**config.mk**
```make
export PLATFORM = sky130hd
export DESIGN_NAME = fsp_sequencer
export DESIGN_NICKNAME = d
export VERILOG_FILES = /design/src/core/fsp_pkg.sv /design/src/core/fsp_sequencer.sv
export SDC_FILE = /design/constraint.sdc
export NUM_CORES = 1
export LEC_CHECK = 0
export ABC_AREA = 1
export BUFFER_PORTS_ARGS = -buffer_cell sky130_fd_sc_hd__clkbuf_2
export CELL_PAD_IN_SITES_DETAIL_PLACEMENT = 0
export CELL_PAD_IN_SITES_GLOBAL_PLACEMENT = 2
export CORE_AREA = 2 2 278 307
export DETAILED_ROUTE_END_ITERATION = 10
export DIE_AREA = 0 0 280 309
export GPL_TIMING_DRIVEN = 0
export PLACE_DENSITY = 0.9
export SYNTH_ARGS = -nofsm -noshare
export SYNTH_HDL_FRONTEND = slang
export SYNTH_SLANG_ARGS = --single-unit
```
**constraint.sdc**
```tcl
create_clock -name pclk -period 6.3 [get_ports pclk]
set_input_delay 0.945 -clock pclk [delete_from_list [all_inputs] [get_ports pclk]]
set_output_delay 0.945 -clock pclk [all_outputs]
set_load 0.02 [all_outputs]
```
**src/core/fsp_pkg.sv**
```systemverilog
// constants, types and register map of the flash self-program sequencer
package fsp_pkg;

  // ---------------------------------------------------------------
  // timing
  // ---------------------------------------------------------------
  localparam int unsigned CLK_PERIOD_NS = 8;
  localparam int unsigned WRITE_TIME_NS = 1000000;
  localparam int unsigned ERASE_TIME_NS = 2000000;

  // ---------------------------------------------------------------
  // widths and geometry
  // ---------------------------------------------------------------
  localparam int PTR_W     = 22;
  localparam int ADDR_W    = 21;
  localparam int HOLD_N    = 64;
  localparam int IDX_W     = 6;
  localparam int BLOCK_LSB = 6;
  localparam int ERASE_LSB = 10;
  localparam logic [IDX_W-1:0] IDX_LAST = 6'h3f;
  localparam logic [ERASE_LSB-1:0] ERASE_LOW_ZERO = 10'h000;

  // ---------------------------------------------------------------
  // unlock key
  // ---------------------------------------------------------------
  localparam logic [7:0] KEY_FIRST  = 8'h55;
  localparam logic [7:0] KEY_SECOND = 8'haa;

  // ---------------------------------------------------------------
  // register offsets (byte addresses)
  // ---------------------------------------------------------------
  localparam logic [7:0] OFS_CTRL   = 8'h00;
  localparam logic [7:0] OFS_KEY    = 8'h04;
  localparam logic [7:0] OFS_PTR    = 8'h08;
  localparam logic [7:0] OFS_LATCH  = 8'h0c;
  localparam logic [7:0] OFS_STORE  = 8'h10;
  localparam logic [7:0] OFS_STATUS = 8'h14;

  // ---------------------------------------------------------------
  // field positions
  // ---------------------------------------------------------------
  localparam int CTRL_START_BIT  = 1;
  localparam int CTRL_ENABLE_BIT = 2;
  localparam int CTRL_ABORT_BIT  = 3;
  localparam int CTRL_ERASE_BIT  = 4;
  localparam int STAT_BUSY_BIT   = 0;
  localparam int STAT_OPEN_BIT   = 1;
  localparam int STAT_HALF_BIT   = 2;

  // table store pointer modes
  localparam logic [1:0] STORE_KEEP     = 2'h0;
  localparam logic [1:0] STORE_POST_INC = 2'h1;
  localparam logic [1:0] STORE_POST_DEC = 2'h2;
  localparam logic [1:0] STORE_PRE_INC  = 2'h3;

  // ---------------------------------------------------------------
  // types
  // ---------------------------------------------------------------
  typedef enum logic [2:0] {
    FSP_IDLE   = 3'b001,
    FSP_STREAM = 3'b010,
    FSP_TIMED  = 3'b100
  } fsp_phase_type;

  typedef enum logic [2:0] {
    FSP_KEY_NONE = 3'b001,
    FSP_KEY_HALF = 3'b010,
    FSP_KEY_OPEN = 3'b100
  } fsp_key_type;

  typedef struct packed {
    logic              we;
    logic              erase;
    logic [ADDR_W-1:0] addr;
    logic [7:0]        data;
  } fsp_flash_type;

  typedef struct packed {
    fsp_phase_type                phase;
    fsp_key_type                  key;
    logic                         enable;
    logic                         erase_sel;
    logic                         start;
    logic                         is_erase;
    logic                         fresh;
    logic [PTR_W-1:0]             ptr;
    logic [7:0]                   latch;
    logic [HOLD_N-1:0][7:0]       hold;
    logic [IDX_W-1:0]             idx;
    logic [ADDR_W-BLOCK_LSB-1:0]  block;
    logic [31:0]                  timer;
    fsp_flash_type                flash;
    logic [31:0]                  rdata;
  } fsp_state_type;

  typedef struct packed {
    logic marker;
    logic abort;
  } fsp_keep_type;

endpackage : fsp_pkg

```
**src/core/fsp_sequencer.sv**
```systemverilog
// flash self-program sequencer: holding registers, unlock, timed write and erase
//
// Contract
// (RULE1) program only whole 64-byte blocks, never single words or bytes
// (RULE2) sixty-four byte-wide holding registers loaded by table stores
// (RULE3) table store is a short write to one holding register only
// (RULE4) core stalls while a long write or erase runs
// (RULE5) internal timer ends the long cycle without software
// (RULE6) holding registers keep their contents after an operation
// (RULE7) software programs each byte at most once between erases
// (RULE8) software erases first, then loads all 64 holding registers
// (RULE9) software sets the enable bit before starting a cycle
// (RULE10) disable irqs, key 55h then aah, then set start
// (RULE11) start accepted only right after the unlock key sequence
// (RULE12) software keeps pointer inside the intended 64-byte range
// (RULE13) enable plus erase select plus unlocked start erases 1024 bytes
// (RULE14) reset during a write leaves the abort flag set
// (RULE15) software verifies written data by table reads
// (RULE16) pointer 5:0 picks holding register, 20:6 picks program block
// (RULE17) erase uses pointer 20:10, ignores 9:0
// (RULE18) start bit only settable by software, cleared by hardware
// (RULE19) hardware clears erase select when erase completes
// (RULE20) start without enable or proper key is ignored; here nothing starts but the abort flag is set
//
// The address map and the APB register port are this design's own decisions.
`timescale 1ns/10ps

module fsp_sequencer
  import fsp_pkg::*;
#(
  parameter int unsigned WRITE_CYCLES = WRITE_TIME_NS / CLK_PERIOD_NS,
  parameter int unsigned ERASE_CYCLES = ERASE_TIME_NS / CLK_PERIOD_NS
) (
  input  wire logic          pclk,
  input  wire logic          presetn,
  input  wire logic          por_n,
  input  wire logic          psel,
  input  wire logic          penable,
  input  wire logic          pwrite,
  input  wire logic [7:0]    paddr,
  input  wire logic [31:0]   pwdata,
  output logic               pready,
  output logic [31:0]        prdata,
  output logic               pslverr,
  output logic               core_stall,
  output fsp_flash_type      flash
);

  // ---------------------------------------------------------------
  // state
  // ---------------------------------------------------------------
  fsp_state_type q;
  fsp_state_type next_q;
  fsp_keep_type  k;
  fsp_keep_type  next_k;

  logic        wr_take;
  logic        mapped;
  logic [31:0] read_word;
  logic [PTR_W-1:0] ptr_inc;
  logic [PTR_W-1:0] ptr_dec;

  localparam logic [31:0] WRITE_LOAD = 32'(WRITE_CYCLES - 1);
  localparam logic [31:0] ERASE_LOAD = 32'(ERASE_CYCLES - 1);

  // ---------------------------------------------------------------
  // bus decode
  // ---------------------------------------------------------------
  always_comb begin
    case (paddr)
      OFS_CTRL, OFS_KEY, OFS_PTR, OFS_LATCH, OFS_STORE, OFS_STATUS: mapped = 1'b1;
      default: mapped = 1'b0;
    endcase
  end

  // bus held off while the long cycle runs
  assign pready     = (q.phase == FSP_IDLE);  // see (RULE4)
  assign core_stall = (q.phase != FSP_IDLE);  // see (RULE4)
  assign pslverr    = psel & penable & ~mapped;
  assign prdata     = q.rdata;
  assign flash      = q.flash;
  assign wr_take    = psel & penable & pwrite & pready & mapped;

  // table store pointer arithmetic touches the low 21 bits only
  assign ptr_inc = {q.ptr[PTR_W-1], q.ptr[ADDR_W-1:0] + 21'h000001};
  assign ptr_dec = {q.ptr[PTR_W-1], q.ptr[ADDR_W-1:0] - 21'h000001};

  // ---------------------------------------------------------------
  // read mux
  // ---------------------------------------------------------------
  always_comb begin
    read_word = 32'h00000000;
    case (paddr)
      OFS_CTRL: begin
        read_word[CTRL_START_BIT]  = q.start;
        read_word[CTRL_ENABLE_BIT] = q.enable;
        read_word[CTRL_ABORT_BIT]  = k.abort;
        read_word[CTRL_ERASE_BIT]  = q.erase_sel;
      end
      OFS_PTR:   read_word[PTR_W-1:0] = q.ptr;
      OFS_LATCH: read_word[7:0] = q.latch;
      OFS_STATUS: begin
        read_word[STAT_BUSY_BIT] = (q.phase != FSP_IDLE);
        read_word[STAT_OPEN_BIT] = (q.key == FSP_KEY_OPEN);
        read_word[STAT_HALF_BIT] = (q.key == FSP_KEY_HALF);
      end
      default: read_word = 32'h00000000;
    endcase
  end

  // ---------------------------------------------------------------
  // next state
  // ---------------------------------------------------------------
  always_comb begin
    next_q = q;
    next_k = k;
    next_q.fresh       = 1'b0;
    next_q.flash.we    = 1'b0;
    next_q.flash.erase = 1'b0;

    if (psel) begin
      next_q.rdata = read_word;
    end

    // a write interrupted by reset is caught on the first cycle after it
    if (q.fresh && k.marker) begin
      next_k.abort  = 1'b1;  // see (RULE14)
      next_k.marker = 1'b0;
    end

    if (wr_take) begin
      // anything but the second key byte breaks the unlock sequence
      next_q.key = FSP_KEY_NONE;  // see (RULE11)
      case (paddr)
        OFS_CTRL: begin
          next_q.enable    = pwdata[CTRL_ENABLE_BIT];
          next_q.erase_sel = pwdata[CTRL_ERASE_BIT];
          next_k.abort     = pwdata[CTRL_ABORT_BIT] | (q.fresh & k.marker);
          // writing zero to start has no effect
          if (pwdata[CTRL_START_BIT]) begin  // see (RULE18)
            if (q.key == FSP_KEY_OPEN && q.enable) begin  // see (RULE10) see (RULE11)
              next_q.start  = 1'b1;
              next_k.marker = 1'b1;
              if (pwdata[CTRL_ERASE_BIT]) begin
                next_q.is_erase    = 1'b1;
                next_q.phase       = FSP_TIMED;
                next_q.flash.erase = 1'b1;  // see (RULE13)
                next_q.flash.addr  = {q.ptr[ADDR_W-1:ERASE_LSB], ERASE_LOW_ZERO};  // see (RULE17)
                next_q.flash.data  = 8'hff;
                next_q.timer       = ERASE_LOAD;
              end else begin
                next_q.is_erase = 1'b0;
                next_q.phase    = FSP_STREAM;  // see (RULE1)
                next_q.block    = q.ptr[ADDR_W-1:BLOCK_LSB];  // see (RULE16)
                next_q.idx      = '0;
              end
            end else begin
              // improper attempt: nothing starts, flag reports it
              next_k.abort = 1'b1;  // see (RULE20) see (RULE9)
            end
          end
        end
        OFS_KEY: begin
          if (pwdata[7:0] == KEY_FIRST) begin
            next_q.key = FSP_KEY_HALF;  // see (RULE10)
          end else if (pwdata[7:0] == KEY_SECOND && q.key == FSP_KEY_HALF) begin
            next_q.key = FSP_KEY_OPEN;  // see (RULE10)
          end
        end
        OFS_PTR: begin
          next_q.ptr = pwdata[PTR_W-1:0];
        end
        OFS_LATCH: begin
          next_q.latch = pwdata[7:0];
        end
        OFS_STORE: begin
          // short write: one holding register, flash untouched
          case (pwdata[1:0])
            STORE_POST_INC: begin
              next_q.hold[q.ptr[IDX_W-1:0]] = q.latch;  // see (RULE3) see (RULE16)
              next_q.ptr = ptr_inc;
            end
            STORE_POST_DEC: begin
              next_q.hold[q.ptr[IDX_W-1:0]] = q.latch;  // see (RULE3)
              next_q.ptr = ptr_dec;
            end
            STORE_PRE_INC: begin
              next_q.hold[ptr_inc[IDX_W-1:0]] = q.latch;  // see (RULE2) see (RULE3)
              next_q.ptr = ptr_inc;
            end
            default: begin
              next_q.hold[q.ptr[IDX_W-1:0]] = q.latch;  // see (RULE2)
            end
          endcase
        end
        default: begin
          next_q.key = FSP_KEY_NONE;
        end
      endcase
    end

    // ---------------------------------------------------------------
    // long cycle sequencer
    // ---------------------------------------------------------------
    case (q.phase)
      FSP_IDLE: begin
      end
      FSP_STREAM: begin
        // whole block presented byte by byte; holding registers left intact
        next_q.flash.we   = 1'b1;  // see (RULE1) see (RULE6)
        next_q.flash.addr = {q.block, q.idx};
        next_q.flash.data = q.hold[q.idx];
        next_q.idx        = q.idx + 6'h01;
        if (q.idx == IDX_LAST) begin
          next_q.phase = FSP_TIMED;
          next_q.timer = WRITE_LOAD;  // see (RULE5)
        end
      end
      FSP_TIMED: begin
        if (q.timer == 32'h00000000) begin
          next_q.phase  = FSP_IDLE;  // see (RULE5)
          next_q.start  = 1'b0;  // see (RULE18)
          next_k.marker = 1'b0;
          if (q.is_erase) begin
            next_q.erase_sel = 1'b0;  // see (RULE19)
          end
        end else begin
          next_q.timer = q.timer - 32'h00000001;
        end
      end
      default: begin
        next_q.phase = FSP_IDLE;
      end
    endcase
  end

  // ---------------------------------------------------------------
  // registers
  // ---------------------------------------------------------------
  always_ff @(posedge pclk or negedge presetn) begin
    if (!presetn) begin
      q <= '{phase: FSP_IDLE, key: FSP_KEY_NONE, fresh: 1'b1, default: '0};
    end else begin
      q <= next_q;
    end
  end

  // survives ordinary resets so an interrupted write can be reported
  always_ff @(posedge pclk or negedge por_n) begin
    if (!por_n) begin
      k <= '0;
    end else begin
      k <= next_k;  // see (RULE14)
    end
  end

endmodule : fsp_sequencer

```
==> results of run 1 <==
-- per-stage QoR --
step / total power, uW / instance area, sq um / utilization (%) / setup WS (ns) / setup TNS [ns]
floorplan: 4380 / 33200 / - / 3.60 / 0
global placement: 4510 / 34900 / 42.0 / -12.20 / -7960.02
detailed placement: 4520 / 35100 / 42.2 / 2.55 / 0
CTS: 8750 / 37400 / 45.0 / 2.52 / 0
global route: 8930 / 37400 / 45.0 / 2.29 / 0
finish: 8690 / 37400 / 45.0 / 2.37 / 0
-- per-layer routing --
layer	up-vias	routed length (um)
met5	-	13
met4	2	4710
met3	222	8780
met2	1124	57400
met1	15100	57700
li1	14600	-
-- worst max-delay path by stage --
stage / start / to / slack [ns] / depth (start not counted)
2_1_floorplan: paddr[7] / pslverr / 3.60 / 6
3_3_place_gp: presetn / q[466] / -12.20 / 1
3_5_place_dp: q[111] / flash[2] / 2.55 / 12
4_1_cts: q[111] / flash[2] / 2.52 / 12
5_1_grt: q[111] / flash[2] / 2.29 / 12
6_report: q[111] / flash[2] / 2.37 / 12
-- cell families (layout without fill, tap and decap cells) --
kind of cell / count (synthesis) / after routing
DFF: 661 / 661
xor gates and xnor gates: 33 / 33
buffers and inverters: 462 / 688
and+or+nand+nor: 2401 / 2401
adders and majority gates: 5 / 5
other: 1 / 13
AOI/OAI and AO/OA: 821 / 821
-- synthesized netlist by cell type (all sizes together) --
| cell | instances | share of area [%] |
|---|---|---|
| o21ai | 601 | 9.1 |
| ha | 5 | 0.19 |
| buf | 167 | 3.1 |
| nand2 | 1758 | 20 |
| inv | 128 | 1.5 |
| nand3 | 316 | 4.8 |
| nor2 | 241 | 2.9 |
| a21boi | 10 | 0.23 |
| dfrtp | 658 | 50 |
| nand4 | 23 | 0.43 |
| xor2 | 28 | 0.76 |
| o221ai | 1 | 0.026 |
| nor4 | 3 | 0.057 |
| o2111ai | 1 | 0.026 |
| a22oi | 1 | 0.023 |
| dfstp | 3 | 0.24 |
| nand3b | 3 | 0.068 |
| clkbuf | 163 | 1.8 |
| o211ai | 14 | 0.33 |
| conb | 1 | 0.011 |
| o31ai | 18 | 0.41 |
| a21oi | 110 | 1.7 |
| xnor2 | 5 | 0.13 |
| clkinv | 4 | 0.045 |
| and2 | 2 | 0.038 |
| a21o | 1 | 0.023 |
| nor3 | 51 | 0.77 |
| nor3b | 1 | 0.023 |
| or2 | 3 | 0.057 |
| o22ai | 63 | 1.2 |
| a31oi | 1 | 0.019 |
-- power by group --
part	leakage [uW]	total, uW	switching (uW)	internal, uW
Combinational	0.00639	182	143	38.7
Sequential	0.00881	4250	2.33	4250
Clock	0.00114	4250	1840	2410
-- final cells by class --
cell class / count / area, sq um
clock inverters: 17 / 114
diodes: 2 / 5.00
clock buffers: 114 / 2200
plain buffers: 330 / 1640
multi-input cells: 3271 / 14500
inverters: 132 / 495
flip-flops and latches: 661 / 16500
well taps: 1073 / 1340
repair buffers: 95 / 619
fillers: 8646 / 45800
-- sequential cells by signal, indices dropped and copies added (netlist names) --
| signal | count |
|---|---|
| ptr_dec | 1 |
| flash | 31 |
| q | 605 |
| k | 2 |
| prdata | 22 |
-- worst max-delay path, delay by kind of cell, from the launching register on --
family / cells / cell delay, ns
AND/OR/NAND/NOR: 8 / 1.20
buffers and inverters: 4 / 2.23
flip-flops: 1 / 0.35
==> flow_metrics.tcl, run 1 <==
set metrics [dict create \
    synth_area_sq_mm 0.0331 \
    ys_seq_elements 661 \
    cts_buffers 76 \
    grt_use_met3_pct 3.82 \
    cts.path.max_buffers 3 \
    wl_per_cell_um 22.6 \
    clock-sinks 661 \
    clock_latency_ns 0.65 \
    cpPeakStageDelay_ns 0.99 \
    antenna_found_initial 4 \
    antenna_left 0 \
    cts-root-buf "clkbuf_16" \
    slew_headroom_pct 3.10 \
    r2r-end "flash[2]" \
    rrSetupSlack_ns 2.37 \
    dp_hpwl_mm 93.9 \
    avgSynthCellArea_sq_um 7.56 \
    hold_viol 0 \
    initial_core_util_pct 39.8 \
    synth-simple-area-share_pct 29.5 \
    num_io_pins 112 \
    final_cell_mix "nand2_1, dfrtp_1, o21ai_1, nand3_1, nor2_1" \
    yosysSeqAreaShare_pct 50.0 \
    p_per_area_mw_per_mm2 232 \
    grt-ovfl-total 0 \
    worst_pin_slew_ns 1.45 \
    p_leak_uw 0.0163 \
    portBuffers 89 \
    die_h_um 309 \
    grt_use_met2_pct 45.9 \
    maxCapViolCount 0 \
    syn_to_final_growth_pct 13.0 \
    cts_hold_buf 0 \
    drive_gt1_share_pct 9.39 \
    cp_slowest_cell "buf_1" \
    dp_cells 5562 \
    worstRegToRegCells 12 \
    yosys_warnings 0 \
    status "finished, final reports clean" \
    rows 111 \
    drv_slew 0 \
    fin_worst_skew_ns 0.0308 \
    grt_most_used_layer "met2" \
    vias_per_cell 5.45 \
    routabilityCongestion 0.940 \
    hold_class "in2async" \
    grt_setup_unrepaired "no" \
    ir_drop_mv 0.212 \
    use_met1_pct 42.8 \
    fin_crit_ns 3.93 \
    track_usage_pct 29.8 \
    setup_viol 0 \
    max_freq_ghz 0.255 \
    die_width_um 280 \
    clkSlewWorstSetupHoldPaths_ns 0.06 \
    crit_chain "clkbuf_1 > clkbuf_1 > buf_1 > nand3_1 > nand3_1 > nand3_1 > nand2_1 > nand2_1 > nand2_1 > nand3_1 > nand2_1 > inv_1" \
    post-route-period-util_pct 62.4 \
    timing.hold.ws_ns 0.108 \
    worst_ep_required_time_ns 6.81 \
    drtPass1Iterations 7 \
    drt_iter0_markers 3583 \
    cts_resized 0 \
    die-area_sq_mm 0.0865 \
    core_area_sq_mm 0.0832 \
    worstPathMaxFanout 11 \
    final_common_cell "nand2_1" \
    nets 4618 \
    cts_setup_buffers 0 \
    synth_top_family_by_area "simple AND/OR/NAND/NOR gates" \
    ctsHtreeMaxLevel 3 \
    critPathLaunchType "flop" \
    reg2reg_from "q[111]" \
    vias 31100 \
    synth-adder-area-share_pct 0.189 \
    ys_types 44 \
    cp-end-kind "flop" \
    syn_inst 4384 \
    synth_compound_area_share_pct 13.0 \
    grt_max_degree 109 \
    synth-xor-area-share_pct 0.895 \
    arrival_ns 4.44 \
    grt_pass1_wl_mm 193 \
    crit_type "reg2reg" \
    drc 0 \
    cts_tree "yes" \
    stdcell_count 5695 \
    grt_pass1_vias 29600 \
    synthMuxAreaShare_pct 0 \
    finalWirelength_mm 129 \
]
No activity file was read; power rests on OpenSTA's default activity.
==> inputs of run 2 (changes only) <==
--- a/config.mk
+++ b/config.mk
@@ -9,11 +9,11 @@
 export BUFFER_PORTS_ARGS = -buffer_cell sky130_fd_sc_hd__clkbuf_2
 export CELL_PAD_IN_SITES_DETAIL_PLACEMENT = 0
 export CELL_PAD_IN_SITES_GLOBAL_PLACEMENT = 2
-export CORE_AREA = 2 2 278 307
+export CORE_AREA = 2 2 289 319
 export DETAILED_ROUTE_END_ITERATION = 10
-export DIE_AREA = 0 0 280 309
+export DIE_AREA = 0 0 291 321
 export GPL_TIMING_DRIVEN = 0
-export PLACE_DENSITY = 0.9
+export PLACE_DENSITY = 0.84
 export SYNTH_ARGS = -nofsm -noshare
 export SYNTH_HDL_FRONTEND = slang
 export SYNTH_SLANG_ARGS = --single-unit
==> constraint.sdc (replaced) <==
create_clock -name pclk -period 3.7 [get_ports pclk]
set_input_delay 0.555 -clock pclk [delete_from_list [all_inputs] [get_ports pclk]]
set_output_delay 0.555 -clock pclk [all_outputs]
set_load 0.02 [all_outputs]
==> flow_metrics.tcl, run 2 (synthesis gave the netlist of run 1 again) <==
set metrics [dict create \
    worst_pin_slew_ns 1.39 \
    maxCapViolCount 0 \
    finalWirelength_mm 132 \
    grt_max_degree 106 \
    status "finished, final reports clean" \
    die_width_um 291 \
    final_cell_mix "nand2_1, dfrtp_1, o21ai_1, nand3_1, nor2_1" \
    post-route-util_pct 41.7 \
    num_io_pins 112 \
    antenna_found_initial 1 \
    dp_hpwl_mm 96.6 \
    drive_gt1_share_pct 9.77 \
    drv_slew 0 \
    nets 4621 \
    grt_most_used_layer "met2" \
    rrSetupSlack_ns 0.09 \
    ctsHtreeMaxLevel 3 \
    stdcell_count 5808 \
    antenna_left 0 \
    cts_buffers 77 \
    drtPass1Iterations 6 \
    drt_iter0_markers 3294 \
    clkSlewWorstSetupHoldPaths_ns 0.06 \
    routabilityCongestion 0.954 \
    core_area_sq_mm 0.0904 \
    track_usage_pct 28.0 \
    p_per_area_mw_per_mm2 398 \
    die_h_um 321 \
    critPathBufInv 3 \
    initial_core_util_pct 36.6 \
    cts-root-buf "clkbuf_16" \
    cp-end-kind "flop" \
    cpPeakStageDelay_ns 0.91 \
    power_uw 15000 \
    syn_to_final_growth_pct 13.9 \
    crit_chain "clkbuf_1 > clkbuf_1 > buf_1 > nand3_1 > nand3_1 > o211ai_1 > nand2_1 > nand2_1 > nand2_1 > nand2_1 > nand2_1 > nor2_1" \
    grt-ovfl-total 0 \
    cts.path.max_buffers 3 \
    clock-sinks 661 \
    grt_setup_unrepaired "no" \
    use_met1_pct 39.0 \
    ir_drop_mv 0.269 \
    vias_per_cell 5.36 \
    clock_latency_ns 0.64 \
    rows 116 \
    grt_use_met3_pct 3.57 \
    cts_setup_buffers 0 \
    fin_crit_ns 3.61 \
    largest_register_ffs 605 \
    final_common_cell "nand2_1" \
    cp_slowest_cell "clkbuf_1" \
    worstPathMaxFanout 10 \
    hold_class "in2reg" \
    post-route-period-util_pct 97.7 \
    hold_viol 0 \
    dp_cells 5670 \
    cts_tree "yes" \
    setup_viol 0 \
    p_leak_uw 0.0164 \
    max_freq_ghz 0.277 \
    grt_pass1_wl_mm 197 \
    top_register "q" \
    grt_use_met2_pct 45.0 \
    grt_pass1_vias 30200 \
    diodes 0 \
    portBuffers 89 \
    crit_path_frequent_cell "nand2_1" \
    critPathLaunchType "flop" \
    worst_ep_required_time_ns 4.22 \
    vias 31100 \
    cpLargestDelayFamily "buffers and inverters" \
    wl_per_cell_um 22.7 \
    drc 0 \
    arrival_ns 4.14 \
    slew_headroom_pct 7.21 \
    fin_worst_skew_ns 0.0328 \
    crit_type "reg2reg" \
    die-area_sq_mm 0.0934 \
]
-- run 2: cell count changes in the layout (fill, tap and decap cells not counted), moves of 2 or more --
cell,previous run,this run
clkbuf_1,188,176
inv_6,4,6
clkinv_2,11,17
diode_2,2,0
clkbuf_8,12,17
dlygate4sd3_1,0,2
-- run 2: routing by layer --
metal | wire (um) | vias to the layer above
met2 | 60300 | 971
li1 | - | 14600
met4 | 4140 | 2
met3 | 7460 | 204
met5 | 13 | -
met1 | 60000 | 15300
-- run 2: through the flow --
stage | cell area [sq um] | worst slack [ns] | hold slack (ns) | setup TNS [ns]
6_report | 37700 | 0.0855 | 0.192 | 0
5_1_grt | 37700 | 0.0632 | 0.211 | 0
4_1_cts | 37700 | 0.0590 | 0.157 | 0
3_5_place_dp | 35300 | -0.00655 | 0.353 | -0.00655
3_3_place_gp | 35100 | -14.57 | 0.354 | -9477.22
2_1_floorplan | 33200 | 1.58 | 0.259 | 0
-- run 2: tightest hold or removal path, cell delays in order --
cell	delay (ns)
clkbuf_2	0.08
nor2_1	0.04
a21oi_1	0.11
-- run 2: layout make-up --
type	instances	area, sq um
Clock buffer	111	2260
Multi-Input combinational cell	3271	14500
Timing Repair Buffer	98	667
Sequential cell	661	16500
Fill cell	9615	52700
Tap cell	1180	1480
Clock inverter	26	161
Buffer	329	1650
Inverter	132	495
-- run 2: path summary, 6_finish.rpt --
path / startpoint / to / cells past startpoint
worst min-delay path: pwdata[21] / ptr_dec[21] / 3
min in group asynchronous: por_n / k[1] / 2
worst max-delay path: q[111] / flash[4] / 12
max in group asynchronous: presetn / q[430] / 6
worst max register to register: q[111] / flash[4] / 12
worst min register to register: q[98] / flash[17] / 2
-- run 2: timing repair --
action,CTS,global route
gates resized for setup,2,5
hold buffers,2,0
setup endpoints to repair,1,1
hold endpoints to repair,4,0
-- run 2: where the power goes --
group | total [uW] | switching, uW | internal, uW
clock | 7460 | 3220 | 4250
sequential | 7240 | 4.23 | 7240
combinational | 315 | 245 | 70.2
total | 15000 | 3470 | 11600
